==> src/verilog/lps_pkg.sv <==
// Purpose: shared constants for the light and proximity sensor core
// Assumes: 40 MHz core clock, registers reached through the serial slave pins
// Notes: register offsets are byte addresses on the serial link
package lps_pkg;
  localparam logic [6:0] SLAVE_ADDR = 7'h4A;
  localparam logic [7:0] REG_STATUS = 8'h00;
  localparam logic [7:0] REG_MODE = 8'h01;
  localparam logic [7:0] REG_LIGHT_CTRL = 8'h02;
  localparam logic [7:0] REG_LIGHT_LO = 8'h03;
  localparam logic [7:0] REG_LIGHT_HI = 8'h04;
  localparam logic [7:0] REG_LHTH_LO = 8'h05;
  localparam logic [7:0] REG_LHTH_HI = 8'h06;
  localparam logic [7:0] REG_LLTH_LO = 8'h07;
  localparam logic [7:0] REG_LLTH_HI = 8'h08;
  localparam logic [7:0] REG_PROX_CTRL = 8'h09;
  localparam logic [7:0] REG_PROX_DATA = 8'h0A;
  localparam logic [7:0] REG_PROX_HTH = 8'h0B;
  localparam logic [7:0] REG_PROX_LTH = 8'h0C;
  localparam logic [7:0] REG_PROX_DRIVE = 8'h0D;
  localparam logic [7:0] REG_UV_DATA = 8'h0E;
  localparam logic [7:0] REG_SOFT_RESET = 8'h5B;
  localparam logic [7:0] REG_PROX_OFFSET = 8'hA5;
  localparam logic [7:0] SOFT_RESET_KEY = 8'hB5;
  localparam logic [7:0] PROX_OFFSET_RESET = 8'h28;
  localparam int STAT_LIGHT_INT_BIT = 3;
  localparam int STAT_PROX_INT_BIT = 2;
  localparam int MODE_PROX_EN_BIT = 1;
  localparam int MODE_UV_EN_BIT = 2;
  localparam int MODE_LIGHT_EN_LSB = 3;
  localparam int CTRL_MANUAL_BIT = 7;
  localparam int PROX_MEASURE_OS_BIT = 7;
  localparam logic [15:0] LIGHT_MAX_AUTO = 16'hFFFF;
  localparam logic [15:0] LIGHT_MAX_MANUAL = 16'h0FFF;
  localparam int CLK_HZ = 40000000;
  localparam int PULSE_MIN_NS = 50000;
  localparam int PULSE_MIN_CYC = (PULSE_MIN_NS * (CLK_HZ / 1000000) + 999) / 1000;
  localparam int STEP_CYC = 16;
  typedef enum logic [2:0] {
    LPS_IDLE, LPS_START, LPS_PROX, LPS_UV, LPS_WAIT, LPS_LIGHT
  } lps_seq_e;
endpackage : lps_pkg

==> src/verilog/lps_i2c_slave.sv <==
// Purpose: serial two-wire slave byte engine for register access
// Assumes: scl and sda already passed two flip-flops
// Notes: pointer auto-increments on reads; write strobe is one cycle
`timescale 1ns/1ps
`default_nettype none
module lps_i2c_slave (
  input wire logic clk_in,
  input wire logic rst_in,
  input wire logic scl_in,
  input wire logic sda_in,
  output logic sda_oe_n_out,
  output logic wr_out,
  output logic [7:0] addr_out,
  output logic [7:0] wdata_out,
  output logic rd_adv_out,
  input wire logic [7:0] rdata_in
);
  typedef enum logic [2:0] {
    LPS_I_IDLE, LPS_I_DEV, LPS_I_ACK, LPS_I_REG, LPS_I_DATA, LPS_I_SEND, LPS_I_MACK
  } lps_i2c_e;
  typedef struct packed {
    lps_i2c_e st;
    logic scl;
    logic sda;
    logic [3:0] cnt;
    logic [7:0] sh;
    logic rd;
    logic have_reg;
    logic [7:0] ptr;
    logic [7:0] wdata;
    logic wr;
    logic adv;
    logic drive;
    lps_i2c_e after_ack;
  } lps_i2c_s;
  lps_i2c_s q, d;
  logic rise, fall, start_c, stop_c;
  always_comb begin
    rise = scl_in & ~q.scl;
    fall = ~scl_in & q.scl;
    start_c = scl_in & q.scl & q.sda & ~sda_in;
    stop_c = scl_in & q.scl & ~q.sda & sda_in;
    d = q;
    d.scl = scl_in;
    d.sda = sda_in;
    d.wr = 1'b0;
    d.adv = 1'b0;
    if (start_c) begin
      d.st = LPS_I_DEV;
      d.cnt = 4'h0;
      d.drive = 1'b0;
    end else if (stop_c) begin
      d.st = LPS_I_IDLE;
      d.drive = 1'b0;
    end else begin
      case (q.st)
        LPS_I_IDLE: d.drive = 1'b0;
        LPS_I_DEV, LPS_I_REG, LPS_I_DATA: begin
          if (rise) begin
            d.sh = {q.sh[6:0], sda_in};
            d.cnt = q.cnt + 4'h1;
          end
          if (fall && q.cnt == 4'h8) begin
            d.cnt = 4'h0;
            if (q.st == LPS_I_DEV) begin
              if (q.sh[7:1] == lps_pkg::SLAVE_ADDR) begin
                d.rd = q.sh[0];
                d.drive = 1'b1;
                d.after_ack = q.sh[0] ? LPS_I_SEND : LPS_I_REG;
                d.st = LPS_I_ACK;
              end else begin
                d.st = LPS_I_IDLE;
              end
            end else if (q.st == LPS_I_REG) begin
              d.ptr = q.sh;
              d.drive = 1'b1;
              d.after_ack = LPS_I_DATA;
              d.st = LPS_I_ACK;
            end else begin
              d.wdata = q.sh;
              d.wr = 1'b1;
              d.drive = 1'b1;
              d.after_ack = LPS_I_DATA;
              d.st = LPS_I_ACK;
            end
          end
        end
        LPS_I_ACK: begin
          if (fall) begin
            d.st = q.after_ack;
            d.drive = 1'b0;
            if (q.after_ack == LPS_I_SEND) begin
              d.sh = rdata_in;
              d.drive = ~rdata_in[7];
              d.cnt = 4'h1;
            end
            if (q.after_ack == LPS_I_DATA && q.wr == 1'b0 && q.st == LPS_I_ACK)
              d.ptr = q.ptr;
          end
        end
        LPS_I_SEND: begin
          if (fall) begin
            if (q.cnt == 4'h8) begin
              d.drive = 1'b0;
              d.st = LPS_I_MACK;
              d.ptr = q.ptr + 8'h01;
              d.adv = 1'b1;
            end else begin
              d.sh = {q.sh[6:0], 1'b0};
              d.drive = ~q.sh[6];
              d.cnt = q.cnt + 4'h1;
            end
          end
        end
        LPS_I_MACK: begin
          if (rise && sda_in) d.st = LPS_I_IDLE;
          else if (rise) d.after_ack = LPS_I_SEND;
          if (fall && q.after_ack == LPS_I_SEND) begin
            d.st = LPS_I_SEND;
            d.sh = rdata_in;
            d.drive = ~rdata_in[7];
            d.cnt = 4'h1;
          end
        end
        default: d.st = LPS_I_IDLE;
      endcase
    end
    if (q.st == LPS_I_MACK && rise) d.after_ack = sda_in ? LPS_I_IDLE : LPS_I_SEND;
  end
  always_ff @(posedge clk_in) begin
    if (rst_in) begin
      q <= '0;
      q.st <= LPS_I_IDLE;
      q.scl <= 1'b1;
      q.sda <= 1'b1;
      q.after_ack <= LPS_I_IDLE;
    end else begin
      q <= d;
    end
  end
  assign sda_oe_n_out = ~q.drive;
  assign wr_out = q.wr;
  assign addr_out = q.ptr;
  assign wdata_out = q.wdata;
  assign rd_adv_out = q.adv;
endmodule : lps_i2c_slave
`default_nettype wire

==> src/verilog/lps_core.sv <==
// Purpose: digital core of a light, uv and proximity sensor with serial register access
// Assumes: analogue front ends deliver raw results on ports with a done pulse
// Notes: serial pins pass a two-flop synchroniser before any logic
`timescale 1ns/1ps
`default_nettype none
module lps_core (
  input wire logic clk_in,
  input wire logic rst_in,
  input wire logic scl_in,
  input wire logic sda_in,
  output logic sda_out,
  output logic sda_oe_n_out,
  output logic int_n_out,
  output logic int_oe_n_out,
  output logic laser_drive_pin_out,
  output logic [3:0] laser_current_out,
  output logic [3:0] laser_spectrum_out,
  output logic light_start_out,
  output logic light_manual_out,
  output logic uv_start_out,
  output logic prox_start_out,
  input wire logic meas_done_in,
  input wire logic [15:0] light_raw_in,
  input wire logic [7:0] uv_raw_in,
  input wire logic [7:0] prox_raw_in
);
  // ****************************************************************
  // state
  // ****************************************************************
  typedef struct packed {
    logic [1:0] scl_s;
    logic [1:0] sda_s;
    lps_pkg::lps_seq_e seq;
    logic [7:0] mode;
    logic [7:0] lctrl;
    logic [15:0] light;
    logic [15:0] lhth;
    logic [15:0] llth;
    logic [7:0] pctrl;
    logic [7:0] prox;
    logic [7:0] phth;
    logic [7:0] plth;
    logic [7:0] drive;
    logic [7:0] uv;
    logic [7:0] offset;
    logic light_int;
    logic prox_int;
    logic [1:0] lpers;
    logic [1:0] ppers;
    logic busy;
    logic [17:0] tmr;
    logic laser;
  } lps_core_s;
  lps_core_s q, d;
  logic wr, adv;
  logic [7:0] waddr, wdata, rdata;
  logic [16:0] prox_sub;
  logic [15:0] light_clamped;
  logic [17:0] pulse_cyc;
  logic light_on, prox_on, uv_on;
  // ****************************************************************
  // serial slave
  // ****************************************************************
  lps_i2c_slave u_slave (
    .clk_in(clk_in),
    .rst_in(rst_in),
    .scl_in(q.scl_s[1]),
    .sda_in(q.sda_s[1]),
    .sda_oe_n_out(sda_oe_n_out),
    .wr_out(wr),
    .addr_out(waddr),
    .wdata_out(wdata),
    .rd_adv_out(adv),
    .rdata_in(rdata)
  );
  assign sda_out = 1'b0;
  // ****************************************************************
  // read mux
  // ****************************************************************
  always_comb begin
    case (waddr)
      lps_pkg::REG_STATUS: rdata = {4'h0, q.light_int, q.prox_int, 2'b00};
      lps_pkg::REG_MODE: rdata = q.mode;
      lps_pkg::REG_LIGHT_CTRL: rdata = q.lctrl;
      lps_pkg::REG_LIGHT_LO: rdata = q.light[7:0];
      lps_pkg::REG_LIGHT_HI: rdata = q.light[15:8];
      lps_pkg::REG_LHTH_LO: rdata = q.lhth[7:0];
      lps_pkg::REG_LHTH_HI: rdata = q.lhth[15:8];
      lps_pkg::REG_LLTH_LO: rdata = q.llth[7:0];
      lps_pkg::REG_LLTH_HI: rdata = q.llth[15:8];
      lps_pkg::REG_PROX_CTRL: rdata = q.pctrl;
      lps_pkg::REG_PROX_DATA: rdata = q.prox;
      lps_pkg::REG_PROX_HTH: rdata = q.phth;
      lps_pkg::REG_PROX_LTH: rdata = q.plth;
      lps_pkg::REG_PROX_DRIVE: rdata = q.drive;
      lps_pkg::REG_UV_DATA: rdata = q.uv;
      lps_pkg::REG_PROX_OFFSET: rdata = q.offset;
      default: rdata = 8'h00;
    endcase
  end
  // ****************************************************************
  // datapath helpers
  // ****************************************************************
  always_comb begin
    light_on = q.mode[lps_pkg::MODE_LIGHT_EN_LSB +: 2] != 2'b00;
    prox_on = q.mode[lps_pkg::MODE_PROX_EN_BIT];
    uv_on = q.mode[lps_pkg::MODE_UV_EN_BIT];
    // offset removed, then stretched back to full scale so thresholds keep meaning
    if (prox_raw_in <= q.offset || q.pctrl[lps_pkg::PROX_MEASURE_OS_BIT]) begin
      prox_sub = {9'h000, q.pctrl[lps_pkg::PROX_MEASURE_OS_BIT] ? prox_raw_in : 8'h00};
    end else begin
      prox_sub = 17'(({9'h000, prox_raw_in - q.offset} * 17'd255)
        / {9'h000, 8'hFF - q.offset});
    end
    if (q.lctrl[lps_pkg::CTRL_MANUAL_BIT] && light_raw_in > lps_pkg::LIGHT_MAX_MANUAL)
      light_clamped = lps_pkg::LIGHT_MAX_MANUAL;
    else
      light_clamped = light_raw_in;
    // longest pulse is the minimum shifted by seven, so the count needs eighteen bits
    pulse_cyc = 18'(lps_pkg::PULSE_MIN_CYC) << q.pctrl[6:4];
  end
  // ****************************************************************
  // sequencer and registers
  // ****************************************************************
  always_comb begin
    d = q;
    d.scl_s = {q.scl_s[0], scl_in};
    d.sda_s = {q.sda_s[0], sda_in};
    d.tmr = (q.tmr != 18'h00000) ? q.tmr - 18'h00001 : 18'h00000;
    // the pointer has already stepped past the status byte when the strobe arrives
    if (adv && waddr == 8'(lps_pkg::REG_STATUS + 8'h01)) begin
      d.light_int = 1'b0;
      d.prox_int = 1'b0;
    end
    case (q.seq)
      lps_pkg::LPS_IDLE: begin
        if (light_on || prox_on || uv_on) d.seq = lps_pkg::LPS_START;
      end
      lps_pkg::LPS_START: begin
        if (uv_on) d.seq = lps_pkg::LPS_UV;
        else if (prox_on) d.seq = lps_pkg::LPS_PROX;
        else d.seq = lps_pkg::LPS_WAIT;
        d.busy = 1'b0;
      end
      lps_pkg::LPS_PROX: begin
        if (!q.busy) begin
          d.busy = 1'b1;
          d.laser = 1'b1;
          d.tmr = pulse_cyc;
        end else if (q.laser && q.tmr == 18'h00000) begin
          d.laser = 1'b0;
        end else if (!q.laser && meas_done_in) begin
          d.prox = prox_sub[7:0];
          if (prox_sub[7:0] > q.phth || prox_sub[7:0] < q.plth) begin
            if (q.ppers == q.pctrl[1:0]) d.prox_int = 1'b1;
            else d.ppers = q.ppers + 2'b01;
          end else begin
            d.ppers = 2'b00;
          end
          d.busy = 1'b0;
          d.seq = uv_on ? lps_pkg::LPS_UV : lps_pkg::LPS_WAIT;
        end
      end
      lps_pkg::LPS_UV: begin
        if (!q.busy) d.busy = 1'b1;
        else if (meas_done_in) begin
          d.uv = uv_raw_in;
          d.busy = 1'b0;
          d.seq = uv_on ? lps_pkg::LPS_START : lps_pkg::LPS_WAIT;
        end
      end
      lps_pkg::LPS_WAIT: begin
        if (!q.busy) begin
          d.busy = 1'b1;
          d.tmr = 18'(lps_pkg::STEP_CYC) << q.mode[7:5];
        end else if (q.tmr == 18'h00000) begin
          d.busy = 1'b0;
          d.seq = light_on ? lps_pkg::LPS_LIGHT : lps_pkg::LPS_START;
        end
      end
      lps_pkg::LPS_LIGHT: begin
        if (!q.busy) d.busy = 1'b1;
        else if (meas_done_in) begin
          d.light = light_clamped;
          if (light_clamped > q.lhth || light_clamped < q.llth) begin
            if (q.lpers == q.lctrl[1:0]) d.light_int = 1'b1;
            else d.lpers = q.lpers + 2'b01;
          end else begin
            d.lpers = 2'b00;
          end
          d.busy = 1'b0;
          d.seq = lps_pkg::LPS_START;
        end
      end
      default: d.seq = lps_pkg::LPS_IDLE;
    endcase
    if (wr) begin
      d.seq = lps_pkg::LPS_IDLE;
      d.busy = 1'b0;
      d.laser = 1'b0;
      case (waddr)
        lps_pkg::REG_MODE: d.mode = wdata;
        lps_pkg::REG_LIGHT_CTRL: d.lctrl = wdata;
        lps_pkg::REG_LHTH_LO: d.lhth[7:0] = wdata;
        lps_pkg::REG_LHTH_HI: d.lhth[15:8] = wdata;
        lps_pkg::REG_LLTH_LO: d.llth[7:0] = wdata;
        lps_pkg::REG_LLTH_HI: d.llth[15:8] = wdata;
        lps_pkg::REG_PROX_CTRL: d.pctrl = wdata;
        lps_pkg::REG_PROX_HTH: d.phth = wdata;
        lps_pkg::REG_PROX_LTH: d.plth = wdata;
        lps_pkg::REG_PROX_DRIVE: d.drive = wdata;
        lps_pkg::REG_PROX_OFFSET: d.offset = wdata;
        lps_pkg::REG_SOFT_RESET: begin
          if (wdata == lps_pkg::SOFT_RESET_KEY) begin
            d = '0;
            d.scl_s = q.scl_s;
            d.sda_s = q.sda_s;
            d.seq = lps_pkg::LPS_IDLE;
            d.offset = lps_pkg::PROX_OFFSET_RESET;
          end
        end
        default: d.mode = q.mode;
      endcase
    end
  end
  always_ff @(posedge clk_in) begin
    if (rst_in) begin
      q <= '0;
      q.scl_s <= 2'b11;
      q.sda_s <= 2'b11;
      q.seq <= lps_pkg::LPS_IDLE;
      q.offset <= lps_pkg::PROX_OFFSET_RESET;
    end else begin
      q <= d;
    end
  end
  // ****************************************************************
  // outputs
  // ****************************************************************
  assign int_n_out = 1'b0;
  assign int_oe_n_out = ~(q.light_int | q.prox_int);
  assign laser_drive_pin_out = q.laser;
  assign laser_current_out = q.drive[7:4];
  assign laser_spectrum_out = q.drive[3:0];
  assign light_start_out = q.seq == lps_pkg::LPS_LIGHT && !q.busy;
  assign light_manual_out = q.lctrl[lps_pkg::CTRL_MANUAL_BIT];
  // uv has no manual path: the range flag is never applied to it
  assign uv_start_out = q.seq == lps_pkg::LPS_UV && !q.busy;
  assign prox_start_out = q.seq == lps_pkg::LPS_PROX && !q.busy;
endmodule : lps_core
`default_nettype wire

==> config.mk <==
export PLATFORM = sky130hd
export DESIGN_NAME = lps_core
export DESIGN_NICKNAME = d
export VERILOG_FILES = /design/src/verilog/lps_pkg.sv /design/src/verilog/lps_i2c_slave.sv /design/src/verilog/lps_core.sv
export SDC_FILE = /design/constraint.sdc
export NUM_CORES = 1
export LEC_CHECK = 0
export ABC_AREA = 1
export BUFFER_PORTS_ARGS = -buffer_cell sky130_fd_sc_hd__buf_2
export CAP_MARGIN = 20
export CELL_PAD_IN_SITES_DETAIL_PLACEMENT = 0
export CELL_PAD_IN_SITES_GLOBAL_PLACEMENT = 2
export CORE_MARGIN = 3
export CORE_UTILIZATION = 31
export DETAILED_ROUTE_END_ITERATION = 7
export GPL_TIMING_DRIVEN = 0
export PLACE_DENSITY_LB_ADDON = 0.05
export SETUP_SLACK_MARGIN = 0.3
export SLEW_MARGIN = 0
export SYNTH_ARGS = -nofsm -noshare
export SYNTH_HDL_FRONTEND = slang
export SYNTH_HIERARCHICAL = 1
export SYNTH_SLANG_ARGS = --single-unit
==> constraint.sdc <==
create_clock -name clk_in -period 47.1 [get_ports clk_in]
set_input_delay 4.71 -clock clk_in [delete_from_list [all_inputs] [get_ports clk_in]]
set_output_delay 4.71 -clock clk_in [all_outputs]
set_load 0.03 [all_outputs]
# After elaboration in Yosys (flattened, before gate mapping)

Index checks and enable logic that the tools add are counted.

Divide/modulo/power cells: 1
Bitwise logic cells: 25
Reductions and logical operators: 68
$lt $le $gt $ge: 6
$add $sub $neg: 7
Shifts and indexed selects: 2
Multipliers: 1
Equality and inequality tests: 71
Multiplexer cells: 128

Operator list:

| cell                                                  | number |
|---|---|
| two-way mux 153 bit                                   | 2 |
| case mux 8 bit (2 select lines)                       | 12 |
| case mux 8 bit (16 select lines)                      | 1 |
| two-way mux 8 bit                                     | 14 |
| two-way mux 3 bit                                     | 30 |
| two-way mux 16 bit                                    | 5 |
| two-way mux 12 bit                                    | 6 |
| equality test 8 x 4 -> 1 bit, second input constant   | 7 |
| two-way mux 18 bit                                    | 3 |
| case mux 12 bit (4 select lines)                      | 1 |
| case mux 18 bit (2 select lines)                      | 1 |
| two-way mux 17 bit                                    | 2 |
| inequality test 3 x 2 -> 1 bit, second input constant | 11 |
| AND reduction 3 bit                                   | 11 |
| equality test 8 x 3 -> 1 bit, second input constant   | 4 |
| nonzero test 2 bit                                    | 14 |
| two-way mux 1 bit                                     | 27 |
| two-way mux 26 bit                                    | 1 |
| two-way mux 2 bit                                     | 12 |
| AND reduction 6 bit                                   | 4 |
| equality test 3 bit, second input constant            | 6 |
| logical NOT 18 bit                                    | 1 |
| case mux 3 bit (6 select lines)                       | 1 |
| nonzero test 18 bit                                   | 1 |
| other kinds (59)                                      | 132 |

Register bits: 192
Output and inout port bits: 17
Word-level logic and storage cells: 345
Bits of input ports: 37

# Logic depth before layout (Yosys ltp)

Word-level depth: 14
Mapped depth: 249
Depth with buffers taken out: 239

# Modules after synthesis

Netlist, hierarchy kept.

By module, submodules not included:

| module        | cells each | area each (um2) | times used | sequential area each (um2) |
|---|---|---|---|---|
| lps_core      | 2454       | 16443.3         | 1          | 3062.9 |
| lps_i2c_slave | 409        | 2587.5          | 1          | 780.7 |

# Least setup slack after synthesis

Ideal clock, no wire load.

Path kind: input to register
Start point: input port prox_raw_in[0]
End point: register, netlist name q[20]
Buffers on the path: 10
Slack: 9.488 ns
Stages: 238
Arrival: 37.497 ns
Path through: inv_1 -> ha_1 -> inv_1 -> fa_1 -> a31o_2 -> xor2_1 -> inv_1 -> nor2_1 -> inv_1 -> nand2_1 -> xor2_1 -> inv_1 -> fa_1 -> inv_1 -> fa_1 -> inv_1 -> fa_1 -> inv_1 -> (+202 left out) -> o21a_1 -> o21a_1 -> o21ai_0 -> nand3b_1 -> nor2_1 -> nand3_1 -> nor2_1 -> nand3_1 -> a21boi_0 -> ha_1 -> inv_1 -> a21oi_1 -> o21a_1 -> o221ai_1 -> o21ai_0 -> nand3_1 -> nand2_1 -> nor2_1

RTL lines:

| what            | line           | RTL |
|---|---|---|
| start, declared | lps_core.sv:25 | `input wire logic [7:0] prox_raw_in` |

==> metrics.csv <==
stage,metric,value,unit
clocking,insertion_delay,0.46,ns
placed_design,dpl.hpwl,53600,um
min_path,hp-start,q[1],
final_layout,drive_gt1_frac,0.101,
synthesis,syn_area,19000,um^2
floorplanning,die_h,254,um
floorplanning,placeableCoreArea,60600,um^2
synthesis,yosysWarnings,6,
synthesis,synth_area_leaders,"dfxtp_1 20%, ha_1 14%, nand2_1 10%",
route,drtIter0Drc,1161,
final_layout,fillers,6645,
final_layout,n_antenna_cell,0,
clocking,postCtsSetupBuffers,0,
placed_design,gp_congestion,0.862,
route,vias_per_cell,4.91,
sta,final_max_slew_viol_count,0,
clocking,cts-hold-fix-buffers,0,
global_route,antenna_found_initial,1,
synthesis,synth_top_cell_by_area,dfxtp_1,
floorplanning,die_w,254,um
route,finalWirelength,65100,um
sta,finalCritPeriodShare,0.898,
global_route,grt_use_met2,0.318,
sta,fin_skew,0.0116,ns
final_layout,nets,3206,
worst_setup_path,cpMostUsedCell,nand2_1,
global_route,met3_usage,0.0326,
clocking,h-tree-depth,4,
worst_setup_path,critPathTopFamily,compound AO/OA/AOI/OAI gates,
worst_setup_path,cp_max_fo,10,
worst_setup_path,end_kind,flip-flop,
synthesis,synth_area_per_cell,6.65,um^2
sta,tightest_slew,1.08,ns
route,dr.pass1.iters,5,
global_route,grt_pass1_vias,17494,
clocking,cts_sinks,192,
synthesis,synth.most_common_cell,nand2_1,
sta,rsz0062_at_grt,no,
clocking,cts_buffer_depth,2,
sta,setup_violations,0,
sta,setup_tns,0,ns
synthesis,syn_inst,2863,
job,drv_cap,0,
worst_setup_path,r2r_end,q[24],
sta,maxSlewHeadroom,0.281,
route,ant_nets,0,
synthesis,ys_ff_latch,192,
global_route,grt_usage,0.202,
global_route,grt.met1_usage,0.296,
worst_setup_path,r2r_slack,7.87,ns
worst_setup_path,critPathSlowestCell,fa_1,
synthesis,synthFlopType,dfxtp_1,
final_layout,multi_input_area,12900,um^2
global_route,grt_pass1_wl,101000,um
worst_setup_path,critPathMaxStageDelay,0.54,ns
min_path,worst_hold_path_type,reg2reg,
worst_setup_path,criticalPathCategory,in2reg,
global_route,grt_start_max_net_pins,21,
worst_setup_path,r2r-start,q[29],
clocking,cts_tree,built,
status,status,"finished, final reports clean",
route,via_count,18350,
synthesis,synth_enable_flop_cells,0,
synthesis,ys_seq_area_frac,0.202,
floorplanning,rows,90,
clocking,clkTransAtPathRegs,0.08,ns
min_path,worstHoldEndpoint,q[1],
floorplanning,dieArea,64400,um^2
floorplanning,start_util,0.314,
sta,period_minus_slack,42.28,ns
final_layout,area_growth,10.2,%
worst_setup_path,cp-start-kind,primary input,
synthesis,synth_top_area_share,0.202,
global_route,gr-total-overflow,0,
final_layout,ff_latch_area,3840,um^2
clocking,clock-root-buffer,clkbuf_16,
clocking,cts_buffers,17,
placed_design,io_buffers,51,
worst_setup_path,arrival,42.60,ns
synthesis,synth.distinct_cells,70,
min_path,holdPathStages,1,
synthesis,yosys-top-cells-count,"526 x nand2_1, 449 x inv_1, 284 x nor2_1",
sta,fmax,23.7,MHz
worst_setup_path,required,47.42,ns
synthesis,async_flop_share,0,
route,routedWlPerCell,17.4,um
sta,finalHoldViolations,0,
floorplanning,ios,54,
worst_setup_path,critPathBufInv,51,
worst_setup_path,rr_worst_depth,238,
route,drc_errors,0,
global_route,top_usage_layer,met2,
## layout by cell type, fill, tap and decap left out, types with 32 or more instances in the layout
cell type / Yosys / routed
nor2_1: 284 / 282
xor2_1: 75 / 74
o22ai_1: 42 / 42
dfxtp_1: 192 / 192
xnor2_1: 42 / 42
inv_1: 449 / 449
nand3_1: 139 / 139
a21oi_1: 193 / 193
nand2_1: 526 / 526
buf_2: 3 / 54
o21ai_0: 205 / 205
clkbuf_1: 43 / 40
ha_1: 209 / 209
a211oi_1: 41 / 40
nand4_1: 32 / 32
## cell families after synthesis
family                   after synthesis  synth area share
AND/OR/NAND/NOR                     1151             0.278
XOR/XNOR                             118            0.0547
adder cells (fa/ha/maj)              229             0.158
other                                  1          0.000197
buffers and inverters                562             0.120
AO/OA/AOI/OAI                        610             0.187
flip-flops                           192             0.202
## per-stage QoR
step                setup WS, ns  std cells  hold slack, ns  utilization  cell area (um^2)
finish                      4.82       3734           0.415        0.346             21000
global route               0.365       3734           0.430        0.346             21000
CTS                         3.32       3732           0.419        0.345             20900
detailed placement          2.96       3701           0.406        0.335             20300
global placement            3.19       3698           0.405        0.335             20300
floorplan                   9.49       2865           0.393            -             19000
## state kept, by name, indices dropped and copies added, names as in the netlist
register and cells:
laser_spectrum_out 4, u_slave/q 21, q 142, u_slave/rd_adv_out 1, laser_current_out 4, u_slave/wr_out 1, u_slave/addr_out 8, prox_on 1
light_manual_out 1, u_slave/wdata_out 8, laser_drive_pin_out 1
## what timing repair did
item	in CTS	in global routing
endpoints found under the hold margin	0	0
endpoints found under the setup margin	0	4
gates resized for setup	0	13
## per-layer routing
layer	vias up	wire length, um
met5	-	0
met4	0	536
met2	295	28300
met3	32	2890
li1	9552	-
met1	8471	33400
## area by class of cell
type,instances,share of cell area
Clock buffer,17,0.0203
Tap cell,782,0.0467
Timing Repair Buffer,56,0.0162
Clock inverter,14,0.00710
Sequential cell,192,0.183
Inverter,480,0.0868
Buffer,82,0.0222
Multi-Input combinational cell,2111,0.618
## how the worst max path moves through the flow
stage / slack [ns] / depth (start not counted) / endpoint / from
after CTS: 3.32 / 239 / q[24] / prox_raw_in[0]
final: 4.82 / 239 / q[24] / prox_raw_in[0]
after global routing: 0.36 / 239 / q[24] / prox_raw_in[0]
after detailed placement: 2.96 / 239 / q[24] / prox_raw_in[0]
after floorplan: 9.49 / 238 / q[20] / prox_raw_in[0]
after global placement: 3.19 / 239 / q[24] / prox_raw_in[0]
## worst register-to-register path, delay by kind of cell (launching register included)
family / cells / cell delay, ns
simple gates: 83 / 9.61
fa+ha+maj: 22 / 7.63
buf+inv: 49 / 6.02
compound gates: 82 / 14.26
flops: 1 / 1.03
xor+xnor: 2 / 0.60
Power is left out: the tool's default activity adds up to more than one toggle a clock period on the data nets, which glitch-free logic cannot reach.
